<file path="config.mk">
export PLATFORM = sky130hd
export DESIGN_NAME = cmc_csr_bank
export DESIGN_NICKNAME = d
export VERILOG_FILES = /design/src/cmc_pkg.sv /design/src/cmc_csr_bank.sv
export SDC_FILE = /design/constraint.sdc
export NUM_CORES = 1
export LEC_CHECK = 0
export BUFFER_PORTS_ARGS = -buffer_cell sky130_fd_sc_hd__buf_4
export CAP_MARGIN = 25
export CORE_MARGIN = 2
export CORE_UTILIZATION = 56
export CTS_CLUSTER_SIZE = 40
export DETAILED_ROUTE_END_ITERATION = 10
export PLACE_DENSITY = 0.92
export SETUP_SLACK_MARGIN = 0.4
export SYNTH_ARGS = -nofsm -noshare
export SYNTH_HDL_FRONTEND = slang
export SYNTH_SLANG_ARGS = --single-unit
</file>
<file path="constraint.sdc">
create_clock -name mclk -period 5.3 [get_ports mclk]
set_input_delay 1.06 -clock mclk [delete_from_list [all_inputs] [get_ports mclk]]
set_output_delay 1.06 -clock mclk [all_outputs]
set_load 0.1 [all_outputs]
</file>
<file path="src/cmc_pkg.sv">
// package: register map, field layout and timing constants of the cache/memory csr bank
package cmc_pkg;
  localparam logic [3:0] CMC_OFF_TAG_MASK   = 4'h0;
  localparam logic [3:0] CMC_OFF_ERR_LOW    = 4'h1;
  localparam logic [3:0] CMC_OFF_ERR_HIGH   = 4'h2;
  localparam logic [3:0] CMC_OFF_LOCK_LOW   = 4'h3;
  localparam logic [3:0] CMC_OFF_LOCK_HIGH  = 4'h4;
  localparam logic [3:0] CMC_OFF_FRAME_PTR  = 4'h5;
  localparam logic [3:0] CMC_OFF_PRES_LOW   = 4'h6;
  localparam logic [3:0] CMC_OFF_ERR_STATUS = 4'h7;

  localparam int CMC_HIGH_BITS   = 13;
  localparam int CMC_COL_LSB     = 0;
  localparam int CMC_ROW_LSB     = 5;
  localparam int CMC_SUB_BIT     = 14;
  localparam int CMC_STAT_MULT   = 0;
  localparam int CMC_STAT_TAP    = 1;
  localparam int CMC_STAT_TCP    = 2;
  localparam int CMC_STAT_NXM    = 3;
  localparam int CMC_STAT_LOCKED = 4;

  localparam logic [15:0] CMC_FRAME_RW_MASK = 16'h7fff;
  localparam logic [15:0] CMC_PD_VALID_CYCLES = 16'h0094;
  localparam logic [15:0] CMC_ZERO16 = 16'h0000;

  typedef struct packed {
    logic [33:5] addr;
    logic        tap_err;
    logic        tcp_err;
    logic        nxm_err;
    logic        victim;
    logic [33:5] orig_addr;
  } cmc_err_event_t;

  typedef struct packed {
    logic [4:0] col;
    logic [8:0] row;
    logic       use_alt;
  } cmc_video_ptr_t;
endpackage : cmc_pkg

</file>
<file path="src/cmc_csr_bank.sv">
// cache and memory controller csr bank with tag compare, error and lock capture, video pointer
//
// Design decisions made here: strobed register access and the register offsets.
`timescale 1ns/1ps
//
// Contract
// set mask bit: compare system address bit with stored tag bit on probe
// clear mask bit: skip compare, stored tag bit taken as low
// mask bits 15:1 map to tag bits 31:17; bit 0 no meaning
// mask register readable and writable, no defined reset value
// software forms mask as AND of cache and memory size patterns
// cache pattern: one leading set bit per halving below 4 GB
// memory pattern: one leading clear bit per halving below 4 GB
// upper mask bits optional; small systems may clear them
// tag parity or nonexistent memory error latches address bits 20:5
// victim read error captures originating transaction address
// high error register holds address bits 33:21 in bits 12:0
// error address registers read-only, not reset, valid with error flag
// last load-locked address bits 20:5 kept in low lock register
// locked address bits 33:21 kept in bits 12:0 of high lock register
// frame pointer copied to display pointer at each full serial transfer
// column field 4:0 drives column address 6:2 on serial loads
// row field 13:5 gives frame buffer start row
// subbank enabled and bit set: alternate row strobe; bit 15 zero
// low presence register shows stream bits 15:0
// presence data valid 148 clocks after reset release
// locked error address held; later errors set only multiple-error flag
// writes to read-only registers ignored; reserved bits read zero
module cmc_csr_bank
  import cmc_pkg::*;
(
  input  wire logic           mclk,
  input  wire logic           rst_b,
  input  wire logic [3:0]     reg_addr,
  input  wire logic [15:0]    reg_wdata,
  input  wire logic           reg_wr,
  input  wire logic           reg_rd,
  output logic      [15:0]    reg_rdata,
  input  wire logic [33:5]    system_address_bus,
  input  wire logic           tag_probe,
  input  wire logic [31:17]   cache_tag_address,
  output logic                tag_match,
  input  wire cmc_err_event_t err_event,
  input  wire logic           load_locked_access,
  input  wire logic           serial_full_start,
  input  wire logic           serial_load,
  input  wire logic           video_bank_subbank_enable,
  output cmc_video_ptr_t      display_ptr,
  output logic      [6:2]     serial_col_addr,
  output logic                primary_row_strobe_n,
  output logic                alternate_row_strobe_n,
  input  wire logic [15:0]    presence_stream_low,
  output logic                presence_valid
);

  // ***********************************************************
  // register decode
  // ***********************************************************
  logic [15:0]  tag_mask_q;
  logic [15:0]  err_low_q;
  logic [12:0]  err_high_q;
  logic [15:0]  lock_low_q;
  logic [12:0]  lock_high_q;
  logic [15:0]  frame_q;
  logic         mult_q;
  logic         tap_q;
  logic         tcp_q;
  logic         nxm_q;
  logic [15:0]  pd_cnt_q;
  logic [15:0]  rdata_q;
  cmc_video_ptr_t disp_q;
  logic [6:2]   col_q;
  logic         pri_n_q;
  logic         alt_n_q;
  logic         probe_q;
  logic         match_q;

  wire wr_mask   = reg_wr && (reg_addr == CMC_OFF_TAG_MASK);
  wire wr_frame  = reg_wr && (reg_addr == CMC_OFF_FRAME_PTR);
  wire wr_status = reg_wr && (reg_addr == CMC_OFF_ERR_STATUS);

  wire any_err     = err_event.tap_err || err_event.tcp_err || err_event.nxm_err;
  wire addr_locked = tap_q || tcp_q || nxm_q;
  // victim reads report the transaction that evicted them, not the victim line
  wire [33:5] err_addr = err_event.victim ? err_event.orig_addr : err_event.addr;

  // write-one-to-clear; a new event in the same cycle wins over the clear of the multiple-error flag only
  wire clr_mult = wr_status && reg_wdata[CMC_STAT_MULT];
  wire clr_tap  = wr_status && reg_wdata[CMC_STAT_TAP];
  wire clr_tcp  = wr_status && reg_wdata[CMC_STAT_TCP];
  wire clr_nxm  = wr_status && reg_wdata[CMC_STAT_NXM];
  wire capture  = any_err && !addr_locked;
  wire set_mult = any_err && addr_locked;

  wire [15:0] status_word = {11'h000, addr_locked, nxm_q, tcp_q, tap_q, mult_q};
  wire        pd_done     = (pd_cnt_q == CMC_PD_VALID_CYCLES);

  wire [15:0] rd_mux =
    (reg_addr == CMC_OFF_TAG_MASK)   ? tag_mask_q :
    (reg_addr == CMC_OFF_ERR_LOW)    ? err_low_q :
    (reg_addr == CMC_OFF_ERR_HIGH)   ? {3'h0, err_high_q} :
    (reg_addr == CMC_OFF_LOCK_LOW)   ? lock_low_q :
    (reg_addr == CMC_OFF_LOCK_HIGH)  ? {3'h0, lock_high_q} :
    (reg_addr == CMC_OFF_FRAME_PTR)  ? (frame_q & CMC_FRAME_RW_MASK) :
    (reg_addr == CMC_OFF_PRES_LOW)   ? presence_stream_low :
    (reg_addr == CMC_OFF_ERR_STATUS) ? status_word : CMC_ZERO16;

  // ***********************************************************
  // uninitialised data registers (no reset by design)
  // ***********************************************************
  always_ff @(posedge mclk) begin
    if (wr_mask) tag_mask_q <= reg_wdata;
    if (wr_frame) frame_q <= reg_wdata & CMC_FRAME_RW_MASK;
    if (capture) begin
      err_low_q  <= err_addr[20:5];
      err_high_q <= err_addr[33:21];
    end
    if (load_locked_access) begin
      lock_low_q  <= system_address_bus[20:5];
      lock_high_q <= system_address_bus[33:21];
    end
  end

  // ***********************************************************
  // tag compare
  // ***********************************************************
  // masked bits are cleared on both the tag and the bus side, so they always compare equal
  wire [31:17] tag_eff = cache_tag_address & tag_mask_q[15:1];
  wire [31:17] adr_eff = system_address_bus[31:17] & tag_mask_q[15:1];
  wire         cmp_eq  = (tag_eff == adr_eff);
  assign tag_match = match_q;

  // ***********************************************************
  // video pointer
  // ***********************************************************
  wire alt_sel = video_bank_subbank_enable && frame_q[CMC_SUB_BIT];

  // ***********************************************************
  // controlled state
  // ***********************************************************
  always_ff @(posedge mclk or negedge rst_b) begin
    if (!rst_b) begin
      mult_q   <= 1'b0;
      tap_q    <= 1'b0;
      tcp_q    <= 1'b0;
      nxm_q    <= 1'b0;
      pd_cnt_q <= 16'h0000;
      rdata_q  <= 16'h0000;
      disp_q   <= '0;
      col_q    <= 5'h00;
      pri_n_q  <= 1'b1;
      alt_n_q  <= 1'b1;
      probe_q  <= 1'b0;
      match_q  <= 1'b0;
    end else begin
      mult_q <= set_mult | (mult_q & ~clr_mult);
      tap_q  <= (capture & err_event.tap_err) | (tap_q & ~clr_tap);
      tcp_q  <= (capture & err_event.tcp_err) | (tcp_q & ~clr_tcp);
      nxm_q  <= (capture & err_event.nxm_err) | (nxm_q & ~clr_nxm);
      if (!pd_done) pd_cnt_q <= pd_cnt_q + 16'h0001;
      rdata_q <= reg_rd ? rd_mux : 16'h0000;
      if (serial_full_start) begin
        disp_q.col     <= frame_q[CMC_ROW_LSB-1:CMC_COL_LSB];
        disp_q.row     <= frame_q[CMC_SUB_BIT-1:CMC_ROW_LSB];
        disp_q.use_alt <= alt_sel;
      end
      if (serial_load) col_q <= frame_q[CMC_ROW_LSB-1:CMC_COL_LSB];
      pri_n_q <= ~(serial_full_start && !alt_sel);
      alt_n_q <= ~(serial_full_start && alt_sel);
      probe_q <= tag_probe;
      match_q <= tag_probe ? cmp_eq : 1'b0;
    end
  end

  assign reg_rdata              = rdata_q;
  assign display_ptr            = disp_q;
  assign serial_col_addr        = col_q;
  assign primary_row_strobe_n   = pri_n_q;
  assign alternate_row_strobe_n = alt_n_q;
  assign presence_valid         = pd_done;

  // ***********************************************************
  // assertion helpers
  // ***********************************************************
  // free cycle count since release, kept apart from the presence counter
  // so the presence timing is held against an independent reference
  logic [15:0]  rel_cnt_q;

  always_ff @(posedge mclk or negedge rst_b) begin
    if (!rst_b) begin
      rel_cnt_q <= 16'h0000;
    end else if (rel_cnt_q != 16'hffff) begin
      rel_cnt_q <= rel_cnt_q + 16'h0001;
    end
  end
endmodule : cmc_csr_bank

</file>
==> impl_metrics.tcl <==
set metrics [dict create \
    post-route-min-period_ps 3139 \
    yosysTopAreaCellShare 0.4048 \
    setup-tns-final_ps 0 \
    postSynthCellCount 474 \
    dr_total_vias 4935 \
    power_density_nw_per_um2 339.4 \
    tritoncts "done" \
    netlist_area_um2 6603 \
    edff_count_synth 89 \
    max_slew.worst_pin.slew_ps 783.7 \
    finalSetupViolCount 0 \
    io-pin-count 191 \
    yosys.cell_types.count 54 \
    drt_iter0_drc 672 \
    gpl.final_weighted_congestion 0.9435 \
    root_buffer "clkbuf_16" \
    worstHoldPathType "flip-flop to flip-flop" \
    placementRows 39 \
    post_cts.repair.setup_buffers 0 \
    status "completed" \
    worstSetupPathType "flip-flop to primary output" \
    core-area_um2 11470 \
    fin_worst_hold_slack_ps 488.1 \
    global_route.overflow_total 0 \
    numCtsBuffers 17 \
    sort_of_element_at_the_end_of_the_critical_path "primary output" \
    lkg_pwr_nw 3.673 \
    layout.cells.most_common "buf_4" \
    grt_pass1_vias 5123 \
    yosysSeqAreaShare 0.6288 \
    numPortBuffers 190 \
    yosys_most_used_dff "edfxtp_1" \
    slew_headroom 0.4765 \
    antenna_found_initial 0 \
    numPlacedInstances 783 \
    cts_resized 0 \
    drive_above_1_share 0.4271 \
    synth_fp_nets 627 \
    ys_async_sr_fraction 0.3986 \
    worst-endpoint-required_ps 4240 \
    nets_finish 812 \
    place_ws_ps 2340 \
    max_clock_freq_mhz 318.6 \
    arrival_ps 2080 \
    gr-usage-all-layers 0.2920 \
    timing.max_cap.violations 0 \
    initial_utilization 0.5758 \
    layoutNonFillerInstCount 815 \
    number_of_hold_slack_violations_in_the_final_timing_report 0 \
    yosys_register_bits 148 \
    tritoncts_num_sinks 148 \
    yosysWarnings 0 \
    cts.htree.levels 4 \
    total_power_of_the_final_layout_mw 2.937 \
    ranking_of_synthesized_cells_by_area "edfxtp_1 40%, dfrtp_1 22%, mux2_2 8.9%" \
    clk_latency_ps 420 \
    fin_worst_skew_ps 12.06 \
    num_antenna_cells 0 \
    cts_hold_buf 0 \
    critical_path_peak_fanout 6 \
    wl_per_cell_um 22.24 \
    finalMaxSlewViolations 0 \
    die-height_um 112.6 \
    antenna_violating_nets_left 0 \
    dp_hpwl_um 13000 \
    cts.clk_slew.worst_paths_ps 60 \
    layout_common_cells "191 x buf_4, 89 x edfxtp_1, 57 x dfrtp_1, 52 x mux2_2, 21 x o21ai_0" \
    drt_pass1_iterations 9 \
    pin_count_of_the_biggest_net_entering_global_routing 60 \
    die-width_um 112.6 \
    setup_repair_after_global_routing_missed_its_margin "false" \
    max-clock-path-buffers 2 \
    crit_path_start_kind "flip-flop" \
    peak_supply_drop_v 0.0002139 \
    fin_worst_setup_slack_ps 2161 \
    first_pass_grt_wire_length_um 27810 \
    syn_area_per_cell_um2 13.93 \
    finalWirelength_um 18130 \
    area.growth.synth_to_final_pct 31.08 \
    dieArea_um2 12680 \
    drc 0 \
    synth.largest_area_cell "edfxtp_1" \
    post_drt_via_cell_ratio 6.055 \
    fin_crit_sh 0.5923 \
]
[synth_stat cells (2+ instances only)]
cell type and n:
a21oi_1 9, a22o_1 8, a22oi_1 16, a31oi_1 3
a32o_1 4, and2_1 2, and3_1 8, and4_1 2
buf_2 10, buf_4 2, buf_6 5, clkbuf_1 8
dfrtp_1 57, dfstp_2 2, edfxtp_1 89, ha_1 2
inv_1 19, mux2_2 52, mux2i_1 5, mux4_2 4
nand2_1 17, nand2b_1 5, nand3_1 5, nand3b_1 4
nand4_1 7, nor2_1 9, nor2b_1 17, nor3_1 4
nor3b_1 2, o2111ai_1 5, o21a_1 6, o21ai_0 21
o22ai_1 14, o41ai_1 4, xnor2_1 10, xor2_1 19
[layout make-up]
class	count	area [um^2]
Fill cell	694	2813
Tap cell	143	178.9
Multi-Input combinational cell	281	2232
Clock buffer	24	515.5
Inverter	19	71.32
Timing Repair Buffer	192	1445
Clock inverter	8	60.06
Sequential cell	148	4151
[worst max-delay path, cell delays in order, from the launching register on]
cell	delay, ps
dfrtp_1	450
nor4b_1	440
nand4_1	360
inv_1	120
buf_4	290
[metal layers]
metal | vias up | GRT usage | wire length, um
met5 | - | 0 | 0
met4 | 0 | 0.09350 | 508
met3 | 52 | 0.07829 | 1561
met2 | 323 | 0.4922 | 9237
met1 | 2409 | 0.3711 | 6818
li1 | 2151 | - | -
[power breakdown]
group          internal (mW)  leakage (nW)  total [mW]  switching (mW)
combinational          0.171          1.83       0.448           0.278
sequential              1.29          1.56        1.34          0.0426
clock                  0.688         0.285        1.15           0.464
[through the flow]
step                      area [um^2]    util
after global routing             8655  0.7547
after CTS                        8655  0.7547
final                            8655  0.7547
after detailed placement         8079  0.7045
after floorplan                  6603       -
after global placement           8068  0.7035
[state kept, by name, indices dropped and copies added (netlist names), 5 cells and up]
signal and count:
display_ptr 15, reg_rdata 16, frame_q 15, pd_cnt_q 16, tag_mask_q 16, serial_col_addr 5
lock_low_q 16, lock_high_q 13, err_low_q 16, err_high_q 13
[worst paths after layout]
check / from / to / slack (ps) / cells past startpoint
max reg2reg: pd_cnt_q[3]$_DFFE_PN0N_ / pd_cnt_q[3]$_DFFE_PN0N_ / 3540 / 4
min: pd_cnt_q[15]$_DFFE_PN0N_ / pd_cnt_q[15]$_DFFE_PN0N_ / 490 / 1
min in group asynchronous: rst_b / mult_q$_DFF_PN0_ / 720 / 1
max in group asynchronous: rst_b / pd_cnt_q[9]$_DFFE_PN0N_ / 4080 / 1
max: pd_cnt_q[3]$_DFFE_PN0N_ / presence_valid / 2160 / 4
min reg2reg: pd_cnt_q[15]$_DFFE_PN0N_ / pd_cnt_q[15]$_DFFE_PN0N_ / 490 / 1
[kinds of logic after synthesis]
kind of cell | Yosys count | synth area share
adder cells (fa/ha/maj) | 2 | 0.003789
AO/OA/AOI/OAI | 94 | 0.09759
buffers and inverters | 45 | 0.03430
AND/OR/NAND/NOR | 94 | 0.08471
XOR/XNOR | 30 | 0.04093
multiplexers | 61 | 0.1099
flip-flops | 148 | 0.6288
Power figures use the tool's default switching activity.
